### src/logic/dtm_pkg.sv
// Constants, register offsets and carrier types of the dual 16-bit timer block.
package dtm_pkg;

  localparam int NCH = 2;
  localparam int ADDR_W = 8;

  // Register byte offsets; per-channel registers step by one word.
  localparam logic [7:0] ADDR_CFG   = 8'h00;
  localparam logic [7:0] ADDR_MODE0 = 8'h04;
  localparam logic [7:0] ADDR_CTL   = 8'h0C;
  localparam logic [7:0] ADDR_IMR   = 8'h18;
  localparam logic [7:0] ADDR_RIS   = 8'h1C;
  localparam logic [7:0] ADDR_MIS   = 8'h20;
  localparam logic [7:0] ADDR_ICR   = 8'h24;
  localparam logic [7:0] ADDR_ILR0  = 8'h28;
  localparam logic [7:0] ADDR_MAT0  = 8'h30;
  localparam logic [7:0] ADDR_PR0   = 8'h38;
  localparam logic [7:0] ADDR_VAL0  = 8'h48;
  localparam logic [7:0] ADDR_STEP  = 8'h04;

  // Configuration and mode encodings.
  localparam logic [2:0] CFG_SPLIT     = 3'h4;
  localparam logic [1:0] MODE_ONESHOT  = 2'h1;
  localparam logic [1:0] MODE_PERIODIC = 2'h2;
  localparam logic [1:0] MODE_CAPTURE  = 2'h3;
  localparam logic [1:0] EVT_RISE      = 2'h0;
  localparam logic [1:0] EVT_FALL      = 2'h1;
  localparam logic [1:0] EVT_BOTH      = 2'h3;

  // Field positions in the control, interrupt and mode words; channels sit one byte apart in the control and interrupt words.
  localparam int CH_STRIDE = 8;
  localparam int CTL_EN    = 0;
  localparam int CTL_STALL = 1;
  localparam int CTL_EVT   = 2;
  localparam int CTL_OTE   = 5;
  localparam int CTL_INV   = 6;
  localparam int INT_TO    = 0;
  localparam int INT_CM    = 1;
  localparam int INT_CE    = 2;
  localparam int MODE_MR   = 0;
  localparam int MODE_CMR  = 2;
  localparam int MODE_AMS  = 3;

  // Values after reset.
  localparam logic [15:0] ILR_RST = 16'hFFFF;
  localparam logic [7:0]  PR_RST  = 8'h00;

  // AXI4-Lite responses.
  localparam logic [1:0] RESP_OKAY   = 2'h0;
  localparam logic [1:0] RESP_SLVERR = 2'h2;

  typedef struct packed {
    logic [ADDR_W-1:0] awaddr;
    logic              awvalid;
    logic [31:0]       wdata;
    logic [3:0]        wstrb;
    logic              wvalid;
    logic              bready;
    logic [ADDR_W-1:0] araddr;
    logic              arvalid;
    logic              rready;
  } dtm_axi_req_t;

  typedef struct packed {
    logic        awready;
    logic        wready;
    logic [1:0]  bresp;
    logic        bvalid;
    logic        arready;
    logic [31:0] rdata;
    logic [1:0]  rresp;
    logic        rvalid;
  } dtm_axi_rsp_t;

  typedef struct packed {
    logic [1:0]  mode;
    logic        cmr;
    logic        ams;
    logic        en;
    logic        stall;
    logic [1:0]  evt;
    logic        ote;
    logic        inv;
    logic [15:0] ilr;
    logic [15:0] match;
    logic [15:0] cnt;
    logic [15:0] cap;
    logic [7:0]  pr;
    logic [7:0]  pc;
    logic        to;
    logic        cm;
    logic        ce;
    logic        im_to;
    logic        im_cm;
    logic        im_ce;
    logic        trig;
    logic        pwm;
    logic [2:0]  sync;
  } dtm_chan_t;

  typedef struct packed {
    logic [2:0]          cfg;
    dtm_chan_t [NCH-1:0] ch;
    logic                aw_have;
    logic [ADDR_W-1:0]   awaddr_q;
    logic                w_have;
    logic [31:0]         wdata_q;
    logic [3:0]          wstrb_q;
    logic                bvalid;
    logic [1:0]          bresp;
    logic                rvalid;
    logic [31:0]         rdata;
    logic [1:0]          rresp;
  } dtm_state_t;

endpackage : dtm_pkg

### src/logic/dtm_timer.sv
// Dual 16-bit timer channels with an AXI4-Lite register slave.
//
// Notes on behaviour
// Configuration value 0x4 enables split channel operation.
// Channels A and B share identical logic.
// Sixteen-bit down-counter with optional 8-bit prescaler.
// Mode 0x1 one-shot, 0x2 periodic.
// Enable starts counting from preloaded start value.
// At zero, reload interval and prescale next cycle.
// One-shot stops and clears enable; periodic continues.
// Raw time-out flag sticky; masked flag raises interrupt.
// Trigger enable gives one-cycle pulse at zero.
// Interval load write reloads counter next cycle.
// Stall bit freezes counter until released.
// Prescale p gives p+1 clocks per step.
// Capture bit 0 counts selected input edges.
// Each selected edge decrements until match value.
// Count match sets raw and masked flags.
// After match reload, clear enable, ignore edges.
// Edge time mode ignores the prescaler.
// Edge time counter free-runs from interval load.
// Selected edge captures count and sets event flag.
// Edge time keeps running, reloads at zero.
// Alternate 1, capture 0, mode 0x2 selects PWM.
// PWM reloads at zero, raises no flags.
// PWM high at load, low at match, invertible.
// Capture pin synchronised; each edge acted once.
//
// Added by the designer: the address map and the AXI4-Lite register port.
`timescale 1ns/10ps

module dtm_timer
  import dtm_pkg::*;
(
  input  wire logic            ref_clk_i,
  input  wire logic            rst_i,
  input  wire dtm_axi_req_t    axi_req_i,
  output dtm_axi_rsp_t         axi_rsp_o,
  input  wire logic [NCH-1:0]  cc_pin_i,
  output logic      [NCH-1:0]  cc_pin_o,
  output logic      [NCH-1:0]  cc_pin_oe_o,
  output logic      [NCH-1:0]  trig_o,
  output logic                 irq_o
);

  dtm_state_t        st_ff;
  dtm_state_t        nxt_st;
  logic [NCH-1:0]    to_ev;
  logic [NCH-1:0]    cm_ev;
  logic [NCH-1:0]    ce_ev;
  logic [NCH-1:0]    ilr_wr;
  logic [NCH-1:0]    pwm_mode;
  logic [NCH-1:0]    edge_sel;
  logic [31:0]       ctl_word;
  logic [31:0]       imr_word;
  logic [31:0]       ris_word;

  // Byte-lane merge of a write into the current register contents.
  function automatic logic [31:0] dtm_merge(input logic [31:0] old_v,
                                            input logic [31:0] new_v,
                                            input logic [3:0]  strb);
    logic [31:0] res;
    res = old_v;
    for (int b = 0; b < 4; b++) begin
      if (strb[b]) begin
        res[8*b +: 8] = new_v[8*b +: 8];
      end
    end
    return res;
  endfunction : dtm_merge

  // Per-channel pin outputs, trigger pulses and edge selection.
  for (genvar g = 0; g < NCH; g++) begin : g_ch
    logic rise;
    logic fall;
    assign rise = st_ff.ch[g].sync[1] && !st_ff.ch[g].sync[2];
    assign fall = !st_ff.ch[g].sync[1] && st_ff.ch[g].sync[2];
    assign edge_sel[g] = (st_ff.ch[g].evt == EVT_RISE) ? rise :
                         (st_ff.ch[g].evt == EVT_FALL) ? fall :
                         (st_ff.ch[g].evt == EVT_BOTH) ? (rise || fall) : 1'b0;
    assign pwm_mode[g] = st_ff.ch[g].ams && !st_ff.ch[g].cmr &&
                         (st_ff.ch[g].mode == MODE_PERIODIC) && (st_ff.cfg == CFG_SPLIT);
    assign cc_pin_o[g]    = pwm_mode[g] && (st_ff.ch[g].pwm ^ st_ff.ch[g].inv);
    assign cc_pin_oe_o[g] = pwm_mode[g];
    assign trig_o[g]   = st_ff.ch[g].trig;
  end

  // Packed views of the shared control and interrupt words.
  always_comb begin
    ctl_word = '0;
    imr_word = '0;
    ris_word = '0;
    for (int i = 0; i < NCH; i++) begin
      ctl_word[CH_STRIDE*i + CTL_EN]        = st_ff.ch[i].en;
      ctl_word[CH_STRIDE*i + CTL_STALL]     = st_ff.ch[i].stall;
      ctl_word[CH_STRIDE*i + CTL_EVT +: 2]  = st_ff.ch[i].evt;
      ctl_word[CH_STRIDE*i + CTL_OTE]       = st_ff.ch[i].ote;
      ctl_word[CH_STRIDE*i + CTL_INV]       = st_ff.ch[i].inv;
      imr_word[CH_STRIDE*i + INT_TO]        = st_ff.ch[i].im_to;
      imr_word[CH_STRIDE*i + INT_CM]        = st_ff.ch[i].im_cm;
      imr_word[CH_STRIDE*i + INT_CE]        = st_ff.ch[i].im_ce;
      ris_word[CH_STRIDE*i + INT_TO]        = st_ff.ch[i].to;
      ris_word[CH_STRIDE*i + INT_CM]        = st_ff.ch[i].cm;
      ris_word[CH_STRIDE*i + INT_CE]        = st_ff.ch[i].ce;
    end
  end

  // Bus handshakes come straight from the state; the interrupt is the masked OR.
  assign axi_rsp_o.awready = !st_ff.aw_have && !st_ff.bvalid;
  assign axi_rsp_o.wready  = !st_ff.w_have && !st_ff.bvalid;
  assign axi_rsp_o.bvalid  = st_ff.bvalid;
  assign axi_rsp_o.bresp   = st_ff.bresp;
  assign axi_rsp_o.arready = !st_ff.rvalid;
  assign axi_rsp_o.rvalid  = st_ff.rvalid;
  assign axi_rsp_o.rdata   = st_ff.rdata;
  assign axi_rsp_o.rresp   = st_ff.rresp;
  assign irq_o             = |(ris_word & imr_word);

  // Next-state logic: bus slave, interrupt clear, channel counters, register writes.
  always_comb begin
    logic              aw_hs;
    logic              w_hs;
    logic              wr_go;
    logic              hit;
    logic [ADDR_W-1:0] wa;
    logic [31:0]       wd;
    logic [3:0]        ws;
    logic [31:0]       mw;
    logic              run;
    logic              cap_m;
    logic              tim_m;
    dtm_chan_t         c;
    aw_hs  = 1'b0;
    w_hs   = 1'b0;
    wr_go  = 1'b0;
    hit    = 1'b0;
    wa     = '0;
    wd     = '0;
    ws     = '0;
    mw     = '0;
    run    = 1'b0;
    cap_m  = 1'b0;
    tim_m  = 1'b0;
    c      = '0;
    nxt_st = st_ff;
    to_ev  = '0;
    cm_ev  = '0;
    ce_ev  = '0;
    ilr_wr = '0;

    // Write address and data are taken independently and paired here.
    aw_hs = axi_req_i.awvalid && axi_rsp_o.awready;
    w_hs  = axi_req_i.wvalid && axi_rsp_o.wready;
    if (aw_hs) begin
      nxt_st.aw_have  = 1'b1;
      nxt_st.awaddr_q = axi_req_i.awaddr;
    end
    if (w_hs) begin
      nxt_st.w_have  = 1'b1;
      nxt_st.wdata_q = axi_req_i.wdata;
      nxt_st.wstrb_q = axi_req_i.wstrb;
    end
    wa    = st_ff.aw_have ? st_ff.awaddr_q : axi_req_i.awaddr;
    wd    = st_ff.w_have ? st_ff.wdata_q : axi_req_i.wdata;
    ws    = st_ff.w_have ? st_ff.wstrb_q : axi_req_i.wstrb;
    wr_go = (st_ff.aw_have || aw_hs) && (st_ff.w_have || w_hs);
    if (st_ff.bvalid && axi_req_i.bready) begin
      nxt_st.bvalid = 1'b0;
    end
    if (wr_go) begin
      nxt_st.aw_have = 1'b0;
      nxt_st.w_have  = 1'b0;
      nxt_st.bvalid  = 1'b1;
    end

    // Software clears flags first so that a same-cycle event still sets them.
    if (wr_go && (wa == ADDR_ICR)) begin
      mw = dtm_merge(32'h0000_0000, wd, ws);
      for (int i = 0; i < NCH; i++) begin
        if (mw[CH_STRIDE*i + INT_TO]) nxt_st.ch[i].to = 1'b0;
        if (mw[CH_STRIDE*i + INT_CM]) nxt_st.ch[i].cm = 1'b0;
        if (mw[CH_STRIDE*i + INT_CE]) nxt_st.ch[i].ce = 1'b0;
      end
    end

    // Channel counters; both channels run the same logic.
    for (int i = 0; i < NCH; i++) begin
      c = st_ff.ch[i];
      nxt_st.ch[i].sync = {c.sync[1:0], cc_pin_i[i]};
      nxt_st.ch[i].trig = 1'b0;
      run   = (st_ff.cfg == CFG_SPLIT) && c.en && !c.stall;
      cap_m = !c.ams && (c.mode == MODE_CAPTURE);
      tim_m = !c.ams && ((c.mode == MODE_ONESHOT) || (c.mode == MODE_PERIODIC));
      if (run && cap_m && !c.cmr) begin
        // Edge count: step once per selected edge, stop at the match value.
        if (edge_sel[i]) begin
          if (16'(c.cnt - 16'h0001) == c.match) begin
            cm_ev[i]            = 1'b1;
            nxt_st.ch[i].cnt    = c.ilr;
            nxt_st.ch[i].en     = 1'b0;
          end else begin
            nxt_st.ch[i].cnt = 16'(c.cnt - 16'h0001);
          end
        end
      end else if (run && cap_m && c.cmr) begin
        // Edge time: free-run every clock, no prescaler, capture on edges.
        nxt_st.ch[i].cnt = (c.cnt == 16'h0000) ? c.ilr : 16'(c.cnt - 16'h0001);
        if (edge_sel[i]) begin
          ce_ev[i]         = 1'b1;
          nxt_st.ch[i].cap = c.cnt;
        end
      end else if (run && (tim_m || pwm_mode[i])) begin
        // Timer and PWM: prescaler gates each counter step.
        if (c.pc != 8'h00) begin
          nxt_st.ch[i].pc = 8'(c.pc - 8'h01);
        end else begin
          nxt_st.ch[i].pc = c.pr;
          if (c.cnt == 16'h0000) begin
            nxt_st.ch[i].cnt = c.ilr;
            if (tim_m) begin
              to_ev[i]          = 1'b1;
              nxt_st.ch[i].trig = c.ote;
              if (c.mode == MODE_ONESHOT) begin
                nxt_st.ch[i].en = 1'b0;
              end
            end
          end else begin
            nxt_st.ch[i].cnt = 16'(c.cnt - 16'h0001);
          end
        end
      end
      // PWM level: set at the start value, cleared at the match value.
      if (!pwm_mode[i]) begin
        nxt_st.ch[i].pwm = 1'b0;
      end else if (c.en && (c.cnt == c.ilr)) begin
        nxt_st.ch[i].pwm = 1'b1;
      end else if (c.en && (c.cnt == c.match)) begin
        nxt_st.ch[i].pwm = 1'b0;
      end
      if (to_ev[i]) nxt_st.ch[i].to = 1'b1;
      if (cm_ev[i]) nxt_st.ch[i].cm = 1'b1;
      if (ce_ev[i]) nxt_st.ch[i].ce = 1'b1;
    end

    // Register writes; a software enable write wins over a hardware stop.
    if (wr_go) begin
      hit = (wa == ADDR_ICR);
      if (wa == ADDR_CFG) begin
        hit = 1'b1;
        mw  = dtm_merge({29'h0, st_ff.cfg}, wd, ws);
        nxt_st.cfg = mw[2:0];
      end else if (wa == ADDR_CTL) begin
        hit = 1'b1;
        mw  = dtm_merge(ctl_word, wd, ws);
        for (int i = 0; i < NCH; i++) begin
          nxt_st.ch[i].en    = mw[CH_STRIDE*i + CTL_EN];
          nxt_st.ch[i].stall = mw[CH_STRIDE*i + CTL_STALL];
          nxt_st.ch[i].evt   = mw[CH_STRIDE*i + CTL_EVT +: 2];
          nxt_st.ch[i].ote   = mw[CH_STRIDE*i + CTL_OTE];
          nxt_st.ch[i].inv   = mw[CH_STRIDE*i + CTL_INV];
        end
      end else if (wa == ADDR_IMR) begin
        hit = 1'b1;
        mw  = dtm_merge(imr_word, wd, ws);
        for (int i = 0; i < NCH; i++) begin
          nxt_st.ch[i].im_to = mw[CH_STRIDE*i + INT_TO];
          nxt_st.ch[i].im_cm = mw[CH_STRIDE*i + INT_CM];
          nxt_st.ch[i].im_ce = mw[CH_STRIDE*i + INT_CE];
        end
      end
      for (int i = 0; i < NCH; i++) begin
        if (wa == 8'(ADDR_MODE0 + ADDR_STEP * i)) begin
          hit = 1'b1;
          mw  = dtm_merge({28'h0, st_ff.ch[i].ams, st_ff.ch[i].cmr, st_ff.ch[i].mode}, wd, ws);
          nxt_st.ch[i].mode = mw[MODE_MR +: 2];
          nxt_st.ch[i].cmr  = mw[MODE_CMR];
          nxt_st.ch[i].ams  = mw[MODE_AMS];
        end else if (wa == 8'(ADDR_ILR0 + ADDR_STEP * i)) begin
          hit       = 1'b1;
          ilr_wr[i] = 1'b1;
          mw  = dtm_merge({16'h0, st_ff.ch[i].ilr}, wd, ws);
          nxt_st.ch[i].ilr = mw[15:0];
          nxt_st.ch[i].cnt = mw[15:0];
          nxt_st.ch[i].pc  = st_ff.ch[i].pr;
        end else if (wa == 8'(ADDR_MAT0 + ADDR_STEP * i)) begin
          hit = 1'b1;
          mw  = dtm_merge({16'h0, st_ff.ch[i].match}, wd, ws);
          nxt_st.ch[i].match = mw[15:0];
        end else if (wa == 8'(ADDR_PR0 + ADDR_STEP * i)) begin
          hit = 1'b1;
          mw  = dtm_merge({24'h0, st_ff.ch[i].pr}, wd, ws);
          nxt_st.ch[i].pr = mw[7:0];
        end
      end
      nxt_st.bresp = hit ? RESP_OKAY : RESP_SLVERR;
    end

    // Read port: one read in flight, data registered on acceptance.
    if (st_ff.rvalid && axi_req_i.rready) begin
      nxt_st.rvalid = 1'b0;
    end
    if (axi_req_i.arvalid && axi_rsp_o.arready) begin
      hit          = 1'b1;
      nxt_st.rdata = 32'h0000_0000;
      nxt_st.rvalid = 1'b1;
      if (axi_req_i.araddr == ADDR_CFG) begin
        nxt_st.rdata = {29'h0, st_ff.cfg};
      end else if (axi_req_i.araddr == ADDR_CTL) begin
        nxt_st.rdata = ctl_word;
      end else if (axi_req_i.araddr == ADDR_IMR) begin
        nxt_st.rdata = imr_word;
      end else if (axi_req_i.araddr == ADDR_RIS) begin
        nxt_st.rdata = ris_word;
      end else if (axi_req_i.araddr == ADDR_MIS) begin
        nxt_st.rdata = ris_word & imr_word;
      end else if (axi_req_i.araddr == ADDR_ICR) begin
        nxt_st.rdata = 32'h0000_0000;
      end else begin
        hit = 1'b0;
      end
      for (int i = 0; i < NCH; i++) begin
        c = st_ff.ch[i];
        if (axi_req_i.araddr == 8'(ADDR_MODE0 + ADDR_STEP * i)) begin
          hit = 1'b1;
          nxt_st.rdata = {28'h0, c.ams, c.cmr, c.mode};
        end else if (axi_req_i.araddr == 8'(ADDR_ILR0 + ADDR_STEP * i)) begin
          hit = 1'b1;
          nxt_st.rdata = {16'h0, c.ilr};
        end else if (axi_req_i.araddr == 8'(ADDR_MAT0 + ADDR_STEP * i)) begin
          hit = 1'b1;
          nxt_st.rdata = {16'h0, c.match};
        end else if (axi_req_i.araddr == 8'(ADDR_PR0 + ADDR_STEP * i)) begin
          hit = 1'b1;
          nxt_st.rdata = {24'h0, c.pr};
        end else if (axi_req_i.araddr == 8'(ADDR_VAL0 + ADDR_STEP * i)) begin
          hit = 1'b1;
          nxt_st.rdata = {16'h0, (!c.ams && c.cmr) ? c.cap : c.cnt};
        end
      end
      nxt_st.rresp = hit ? RESP_OKAY : RESP_SLVERR;
    end
  end

  // State register; counter and interval load come up at all ones, prescaler and match at zero.
  always_ff @(posedge ref_clk_i or posedge rst_i) begin
    if (rst_i) begin
      st_ff <= '0;
      for (int i = 0; i < NCH; i++) begin
        st_ff.ch[i].ilr <= ILR_RST;
        st_ff.ch[i].cnt <= ILR_RST;
        st_ff.ch[i].pr  <= PR_RST;
        st_ff.ch[i].pc  <= PR_RST;
      end
    end else begin
      st_ff <= nxt_st;
    end
  end

  // Checks on each channel's counter behaviour.
  for (genvar g = 0; g < NCH; g++) begin : g_chk

  end
endmodule : dtm_timer

### config.mk
export PLATFORM = sky130hd
export DESIGN_NAME = dtm_timer
export DESIGN_NICKNAME = d
export VERILOG_FILES = /design/src/logic/dtm_pkg.sv /design/src/logic/dtm_timer.sv
export SDC_FILE = /design/constraint.sdc
export NUM_CORES = 1
export LEC_CHECK = 0
export BUFFER_PORTS_ARGS = -buffer_cell sky130_fd_sc_hd__clkbuf_2
export CORE_ASPECT_RATIO = 1.5
export CORE_MARGIN = 2
export CORE_UTILIZATION = 35
export DETAILED_ROUTE_END_ITERATION = 8
export GPL_TIMING_DRIVEN = 0
export PLACE_DENSITY = 0.58
export SETUP_SLACK_MARGIN = 0.5
export SYNTH_ARGS = -nofsm -noshare
export SYNTH_HDL_FRONTEND = slang
export SYNTH_SLANG_ARGS = --single-unit
### constraint.sdc
create_clock -name ref_clk_i -period 11.05 [get_ports ref_clk_i]
set_clock_uncertainty 0.2 [all_clocks]
set_input_delay 1.6575 -clock ref_clk_i [delete_from_list [all_inputs] [get_ports ref_clk_i]]
set_output_delay 1.6575 -clock ref_clk_i [all_outputs]
set_load 0.05 [all_outputs]
==> metrics, run 1 <==
initial antenna violation count=0; setup tns final=0 ps; unrepaired setup endpoints after global routing=no; Mapped Cells=1975; 1st-iter DRT viols=1499; total stage count of the critical path=11; peak supply drop=115 µV; Num CTS Buffers=28; Hold Violations, Final=0; # placed instances=2661; first-pass GRT wire length=102000 µm; CTS resizes=0; Worst R2R Setup Slack=5920 ps; clock sink count=253; Yosys cell types=87; WP data arrival=5410 ps; Placement Setup Slack=5620 ps; Sw Ratio=0.404; Post-synth top cells=nand2_1, o21ai_0, dfrtp_1; vias in the first global route=15700; WL/cell=25.5 µm; die area=49100 µm²; period utilization=0.464; CP required=11330 ps; CP max stage delay=630 ps; most common cell in the netlist=nand2_1; Reg clk slew, reported paths=70 ps; Vias/cell=5.91; Synth area leaders=dfrtp_1, dfstp_2, o21ai_0, nand2_1, a21oi_1; H-tree lvl count=1; DP Wirelength=53800 µm; Die Wd=182 µm; fin. max-slew vios=0; Worst Setup Slack, final=5920 ps; Worst Reg-to-Reg Cells=11; Worst Tran Pin Value=1420 ps; GPL Wtd Cong=0.975; synth warn=0; total net switching power=1440 µW; Max Root-Sink Buffers=3; Comb pwr share=0.356; CP bufs+invs=2; HP Class=reg2reg; ys async rst share=1.00; family with the most delay on the worst path=simple AND/OR/NAND/NOR gates; clk_lat worst skew=580 ps; largest net degree at the start of global routing=105; CTS Hold Bufs=0; Site Rows=97; Initial Utilization=0.354; flops & latches, synth=253; Cell Area, Synth=16500 µm²; core footprint=46700 µm²; Post-route DRC=0; Total Routing Usage GR=0.276; Max Cap Viol=0; fmax=0.195 GHz; Hold Path Stages=0; Clk pwr share=0.291; min cycle time layout=5130 ps; Die Y=270 µm; Finished Layout Cells=2714; Worst setup EP type=flip-flop; Slew HR=0.0275; Pint=2130 µW; Detailed Routing Iterations Pass 1=6; EDFF count, synth=0; CTS tree=done; # setup viols final=0; Post-synth top flop=dfrtp_1; PwrDens=190 nW/µm²; antenna diode count=0; CP Class=reg2reg; Syn Area/Cell=8.38 µm²; Synth area leader=dfrtp_1; proportion of layout cells with a drive suffix above 1=0.160; CP Launch Type=flip-flop; status=complete, no violations; clk root buf=clkbuf_16; via count=16100; post-detailed-route count of antenna-violating nets=0; # IOs=109; P_leak=0.00735 µW; Post-Route WL=69200 µm; # Post-CTS Setup Buffers=0; PortBufs=70; critical path's slowest cell=nor2_2; crit-path cells=clkbuf_1 > inv_1 > ha_1 > nor3b_2 > nand2_1 > and2_1 > o32ai_1 > o211ai_1 > nor2_2 > mux2_2 > a22oi_1; Flop pwr share=0.353; Layout area overhead=13.8%; top-area cell type share of the netlist area=0.286; Nets=2176; Critical Path Fanout Max=10; sequential fraction of the synthesis area=0.388; Congestion Overflow GR=0
-- final cells by class --
cell class / count / area (µm²)
clock buffers: 33 / 761
multi-input cells: 1526 / 9240
flip-flops and latches: 253 / 6410
clock inverters: 19 / 236
fillers: 4750 / 27900
plain buffers: 169 / 820
inverters: 44 / 173
repair buffers: 76 / 448
well taps: 594 / 743
-- registers in the layout (all words and copies together), names as in the netlist --
signal / cells
nxt_st: 4
ris_word: 6
trig_o: 2
st_ff: 203
axi_rsp_o: 20
ctl_word: 12
imr_word: 6
-- path summary, 6_finish.rpt --
path	endpoint	startpoint
max	st_ff[238]	st_ff[228]
min in group asynchronous	nxt_st[186]	rst_i
max reg2reg	st_ff[238]	st_ff[228]
min reg2reg	nxt_st[187]	nxt_st[186]
max in group asynchronous	st_ff[45]	rst_i
min	nxt_st[187]	nxt_st[186]
-- metal layers --
metal,wire length [µm],vias to the layer above,global-route usage,share of wire
li1,-,7311,-,-
met1,25300,7793,0.302,0.37
met2,34900,698,0.495,0.51
met3,3360,249,0.0301,0.049
met4,5550,0,0.195,0.080
met5,0,-,0,0
-- cell families (layout without fill, tap and decap cells) --
logic type	after synthesis	after routing	share of synthesized area
XOR/XNOR	99	99	0.0524
AO/OA/AOI/OAI	581	581	0.217
buffers and inverters	213	341	0.0595
other	1	18	0.000227
AND/OR/NAND/NOR	721	721	0.212
flip-flops	253	253	0.388
adder cells (fa/ha/maj)	17	17	0.0129
multiplexers	90	90	0.0585
-- worst reg2reg max path, stage by stage, from the launching register on --
cell and delay (ps):
dfstp_2 390, clkbuf_1 240, inv_1 210, ha_1 330
nor3b_2 580, nand2_1 430, and2_1 290, o32ai_1 610
o211ai_1 530, nor2_2 630, mux2_2 410, a22oi_1 190
-- power by group through the flow --
stage | registers, µW | logic, µW | clock network [µW]
4_1_cts | 1250 | 1250 | 1050
5_1_grt | 1270 | 1350 | 1090
6_report | 1260 | 1270 | 1040
3_5_place_dp | 1270 | 1240 | 0
2_1_floorplan | 1200 | 837 | 0
3_3_place_gp | 1260 | 1210 | 0
-- metrics by stage --
stage / power, µW / area (µm²) / hold slack [ps] / util
final: 3570 / 18800 / 161 / 0.403
after global routing: 3720 / 18800 / 167 / 0.403
after CTS: 3560 / 18800 / 164 / 0.403
after detailed placement: 2510 / 17800 / 140 / 0.381
after global placement: 2470 / 17700 / 133 / 0.379
after floorplan: 2040 / 16600 / 131 / -
-- cell usage in the layout (no fill, tap or decap), types with 19 or more instances in the layout --
| cell type | Yosys | layout |
|---|---|---|
| nand2_1 | 266 | 266 |
| o21ai_0 | 207 | 207 |
| dfrtp_1 | 189 | 189 |
| nor2_1 | 169 | 169 |
| a21oi_1 | 147 | 147 |
| clkbuf_1 | 107 | 109 |
| clkbuf_2 | 0 | 71 |
| xnor2_1 | 69 | 69 |
| dfstp_2 | 64 | 64 |
| mux2_2 | 53 | 53 |
| nor3_1 | 52 | 51 |
| inv_1 | 44 | 43 |
| buf_4 | 40 | 40 |
| nand3_1 | 32 | 32 |
| mux2i_1 | 37 | 32 |
| xor2_1 | 30 | 30 |
| clkbuf_16 | 0 | 29 |
| o22ai_1 | 28 | 28 |
| a211oi_1 | 24 | 24 |
| a221oi_1 | 22 | 22 |
| nor4_1 | 21 | 21 |
| nor3b_1 | 19 | 19 |
Power figures use the tool's default switching activity.
==> inputs of run 2 (changes only) <==
--- a/config.mk
+++ b/config.mk
@@ -5,13 +5,14 @@
 export SDC_FILE = /design/constraint.sdc
 export NUM_CORES = 1
 export LEC_CHECK = 0
+export ABC_AREA = 1
 export BUFFER_PORTS_ARGS = -buffer_cell sky130_fd_sc_hd__clkbuf_2
 export CORE_ASPECT_RATIO = 1.5
 export CORE_MARGIN = 2
 export CORE_UTILIZATION = 35
 export DETAILED_ROUTE_END_ITERATION = 8
 export GPL_TIMING_DRIVEN = 0
-export PLACE_DENSITY = 0.58
+export PLACE_DENSITY = 0.6
 export SETUP_SLACK_MARGIN = 0.5
 export SYNTH_ARGS = -nofsm -noshare
 export SYNTH_HDL_FRONTEND = slang
==> constraint.sdc (replaced) <==
create_clock -name ref_clk_i -period 4.5 [get_ports ref_clk_i]
set_clock_uncertainty 0.2 [all_clocks]
set_input_delay 0.675 -clock ref_clk_i [delete_from_list [all_inputs] [get_ports ref_clk_i]]
set_output_delay 0.675 -clock ref_clk_i [all_outputs]
set_load 0.05 [all_outputs]
==> metrics, run 2 <==
status=complete, no violations; Cell Area, Synth=17200 µm²; flip-flop count of the largest register after layout=203; Post-synth top cells=nand2_1, inv_1, o21ai_0; Worst Tran Pin Value=1410 ps; fmax=0.281 GHz; Die Wd=185 µm; P_leak=0.00908 µW; post-detailed-route count of antenna-violating nets=0; most frequent cells in the layout=nand2_1, inv_1, o21ai_0; Num CTS Buffers=26; ys async rst share=1.00; most common cell in the netlist=nand2_1; worst r2r src=st_ff[127]; WP data arrival=3850 ps; H-tree lvl count=1; DP Wirelength=61600 µm; # setup viols final=0; CP Launch Type=flip-flop; sequential fraction of the synthesis area=0.372; Post-route DRC=0; total power=8570 µW; total net switching power=3510 µW; Mapped Cells=2430; Syn Area/Cell=7.10 µm²; reg2reg end=st_ff[131]; HP Class=in2reg; Finished Layout Cells=3230; CP Class=reg2reg; Slew HR=0.0517; clk_lat worst skew=580 ps; Synth area leader=dfrtp_1; via count=17700; Detailed Routing Iterations Pass 1=6; Critical Path Fanout Max=11; period utilization=0.790; min cycle time layout=3550 ps; CP required=4790 ps; 1st-iter DRT viols=1601; Pint=5060 µW; Largest Register=st_ff; Clk pwr share=0.292; setup tns final=0 ps; Worst Setup Slack, final=945 ps; vias in the first global route=17500; unrepaired setup endpoints after global routing=no; largest net degree at the start of global routing=42; WL/cell=23.7 µm; Site Rows=99; fin. max-slew vios=0; Congestion Overflow GR=0; Flop pwr share=0.362; # IOs=109; Total Routing Usage GR=0.301; peak supply drop=298 µV; initial antenna violation count=2; most common cell after layout, fill and taps aside=nand2_1; GPL Wtd Cong=1.00; Post-Route WL=76500 µm; antenna diode count=0; Die Y=276 µm; Vias/cell=5.47; Yosys cell types=65; clk root buf=clkbuf_16; CTS resizes=0; core footprint=48700 µm²; Post-Route Utilization=0.403; PortBufs=72; Worst Reg-to-Reg Cells=18; first-pass GRT wire length=112000 µm; PwrDens=437 nW/µm²; Reg clk slew, reported paths=60 ps; Sw Ratio=0.410; proportion of layout cells with a drive suffix above 1=0.156; EDFF count, synth=0; flops & latches, synth=253; Worst setup EP type=flip-flop; Hold Violations, Final=0; Post-synth top flop=dfrtp_1; Comb pwr share=0.346; die area=51100 µm²; Synth area leaders=dfrtp_1, nand2_1, dfstp_2, o21ai_0, inv_1; Hold Path Stages=1; CP endpoint=st_ff[131]; Max Cap Viol=0; Placement Setup Slack=639 ps; top-area cell type share of the netlist area=0.274; CTS tree=done; synth warn=0; # placed instances=3181; Max Root-Sink Buffers=3; Initial Utilization=0.354; Nets=2632; Layout area overhead=13.6%; Worst R2R Setup Slack=950 ps; CP Launch Point=st_ff[127]; clock sink count=253
## run 2: logic make-up after synthesis
family / after synthesis / share of synthesized area
AO/OA/AOI/OAI: 545 / 0.179
XOR/XNOR: 43 / 0.0223
adder cells (fa/ha/maj): 17 / 0.0123
buffers and inverters: 416 / 0.105
flip-flops: 253 / 0.372
multiplexers: 21 / 0.0135
other: 1 / 0.000217
AND/OR/NAND/NOR: 1134 / 0.296
## run 2: layer usage
metal	share of wire	GRT usage	wire, µm
met4	0.099	0.256	7540
met3	0.046	0.0276	3540
met1	0.36	0.326	27700
met2	0.49	0.528	37600
met5	0.00029	0	22
## run 2: critical path, cell delays in order (launching register included)
cell and delay, ps:
dfstp_2 620, inv_2 60, buf_2 210, ha_1 360, inv_1 60, nand2_1 60, nand2_1 40, or2_0 210
clkinv_1 60, nand2_1 40, nor2_1 260, nand2_1 110, nor3_2 110, nand2_1 110, nor2_4 290, nand3_4 260
nand2_1 120, nand3_1 70, a21oi_1 200
## run 2: layout make-up
cell class / count / area, µm²
Fill cell: 5153 / 29100
Multi-Input combinational cell: 1778 / 9080
Sequential cell: 253 / 6410
Inverter: 287 / 1080
Tap cell: 656 / 821
Buffer: 129 / 738
Clock buffer: 31 / 709
Timing Repair Buffer: 79 / 490
Clock inverter: 17 / 264
## run 2: worst min path at each step
stage	start	slack [ps]	endpoint
detailed placement	nxt_st[186]	140	nxt_st[187]
finish	cc_pin_i[1]	50	nxt_st[186]
floorplan	nxt_st[186]	130	nxt_st[187]
global placement	nxt_st[85]	130	nxt_st[86]
global route	cc_pin_i[1]	30	nxt_st[186]
CTS	cc_pin_i[1]	30	nxt_st[186]
## run 2: through the flow
step	area (µm²)	hold slack (ps)
4_1_cts	19600	29.2
2_1_floorplan	17300	131
3_5_place_dp	18600	139
5_1_grt	19600	30.0
6_report	19600	47.9
3_3_place_gp	18500	135
## run 2: power by group through the flow
| stage | Combinational (µW) | Sequential (µW) | Clock [µW] |
|---|---|---|---|
| 6_report | 2960 | 3100 | 2500 |
| 5_1_grt | 3210 | 3140 | 2630 |
| 4_1_cts | 2910 | 3090 | 2540 |
| 3_5_place_dp | 2900 | 3130 | 0 |
| 3_3_place_gp | 2860 | 3120 | 0 |
| 2_1_floorplan | 1960 | 2980 | 0 |
## run 2: timing repair
action	CTS	global route
endpoints found under the hold margin	1	0
hold buffers	1	0
buffers inserted	0	0
==> inputs of run 3 (changes only) <==
==> constraint.sdc (replaced) <==
create_clock -name ref_clk_i -period 2.9 [get_ports ref_clk_i]
set_clock_uncertainty 0.2 [all_clocks]
set_input_delay 0.435 -clock ref_clk_i [delete_from_list [all_inputs] [get_ports ref_clk_i]]
set_output_delay 0.435 -clock ref_clk_i [all_outputs]
set_load 0.05 [all_outputs]
==> metrics, run 3 (synthesis gave the netlist of run 2 again) <==
Nets=2852; Worst R2R Setup Slack=-50 ps; die area=51100 µm²; clk root buf=clkbuf_16; CP required=3180 ps; Congestion Overflow GR=0; total net switching power=6170 µW; most frequent cells in the layout=nand2_1, inv_1, o21ai_0; CP Class=reg2reg; HP Class=in2reg; unrepaired setup endpoints after global routing=yes; flip-flop count of the largest register after layout=203; # IOs=109; Flop pwr share=0.331; # setup viols final=8; DP Wirelength=60600 µm; period utilization=1.02; Sw Ratio=0.419; Detailed Routing Iterations Pass 1=5; clock sink count=253; Die Y=276 µm; GPL Wtd Cong=1.00; total power=14700 µW; Total Routing Usage GR=0.307; Max Cap Viol=0; Vias/cell=5.52; H-tree lvl count=1; reg2reg end=st_ff[138]; Post-Route Utilization=0.490; CP Launch Point=st_ff[127]; Die Wd=185 µm; Comb pwr share=0.404; # placed instances=3181; first-pass GRT wire length=115000 µm; Num CTS Buffers=26; CTS tree=done; Finished Layout Cells=3448; via count=19000; Site Rows=99; Reg clk slew, reported paths=70 ps; Worst Setup Slack, final=-54.9 ps; PwrDens=616 nW/µm²; Worst Reg-to-Reg Cells=19; core footprint=48700 µm²; worst r2r src=st_ff[127]; fmax=0.338 GHz; clk_lat worst skew=590 ps; Post-route DRC=0; initial antenna violation count=1; fin. max-slew vios=0; Worst Tran Pin Value=1180 ps; Hold Violations, Final=0; CP endpoint=st_ff[138]; Max Root-Sink Buffers=3; PortBufs=72; peak supply drop=531 µV; Critical Path Fanout Max=4; post-detailed-route count of antenna-violating nets=0; status=complete, but fails checks; Storage cell area=6420 µm²; Pint=8540 µW; area occupied by multi-input gates=10800 µm²; Largest Register=st_ff; WP data arrival=3240 ps; Clk pwr share=0.265; Worst setup EP type=flip-flop; min cycle time layout=2950 ps; Initial Utilization=0.354; filler cell count=4724; most common cell after layout, fill and taps aside=nand2_1; Layout area overhead=38.4%; P_leak=0.0107 µW; antenna diode count=0; WL/cell=23.3 µm; Post-Route WL=80400 µm; failing checks=negative setup slack; proportion of layout cells with a drive suffix above 1=0.334; Slew HR=0.214; largest net degree at the start of global routing=43; 1st-iter DRT viols=1609; CP Launch Type=flip-flop; vias in the first global route=18300
## run 3: power by group through the flow
stage	Combinational, µW	Sequential, µW	Clock (µW)
finish	5940	4870	3900
detailed placement	4540	4860	0
global route	6320	4930	4070
floorplan	3080	4630	0
global placement	4480	4840	0
CTS	5230	4820	3930
## run 3: worst min-delay path by stage
stage / slack (ps) / from / depth (start not counted) / endpoint
4_1_cts: 10 / axi_req_i[48] / 4 / st_ff[74]
5_1_grt: 50 / axi_req_i[48] / 4 / st_ff[74]
2_1_floorplan: 130 / nxt_st[186] / 0 / nxt_st[187]
3_3_place_gp: 140 / nxt_st[186] / 0 / nxt_st[187]
3_5_place_dp: 140 / nxt_st[85] / 0 / nxt_st[86]
6_report: 10 / axi_req_i[48] / 4 / st_ff[74]
## run 3: timing repair
item	in CTS	in global routing
hold buffers	32	0
pin swaps	87	101
endpoints found under the hold margin	54	0
gates resized for setup	351	362
endpoints found under the setup margin	212	205
cloned	3	7
setup buffers	88	91
## run 3: per-layer routing
layer	vias up	wire length [µm]	global-route usage
met5	-	0	0
met4	0	8030	0.272
met3	312	3790	0.0277
met2	839	40200	0.535
met1	9195	28300	0.332
li1	8687	-	-
## run 3: metrics by stage
| step | hold slack, ps | setup TNS (ps) | cell area (µm²) | setup slack [ps] |
|---|---|---|---|---|
| after global routing | 47.9 | -1260 | 23900 | -180 |
| after floorplan | 131 | -201000 | 17400 | -1010 |
| after global placement | 135 | -609370 | 18500 | -2750 |
| after detailed placement | 139 | -11960 | 18700 | -505 |
| after CTS | 9.59 | -369 | 22000 | -54.3 |
| final | 14.8 | -302 | 23900 | -54.9 |
## run 3: critical path, stage by stage (launching register included)
cell      delay (ps)
dfstp_2          550
inv_2             50
buf_8            120
ha_4             270
inv_2             30
nand2_1           50
nand2_1           40
or2_1            210
clkinv_2          70
nand2_4           50
nor2_4           120
nand2_2           70
nor3_2           120
nand2_2          100
nor2_4           210
nand3_4          120
buf_12           170
nand2_1           50
nand3_1           70
a21oi_2          170
## run 3: layout make-up
class,instances,area share
inverter,287,0.0498
tap,656,0.0344
multi-input combinational,1779,0.454
timing repair buffer,298,0.111
clock inverter,17,0.0119
buffer,129,0.0424
sequential,253,0.269
clock buffer,29,0.0282
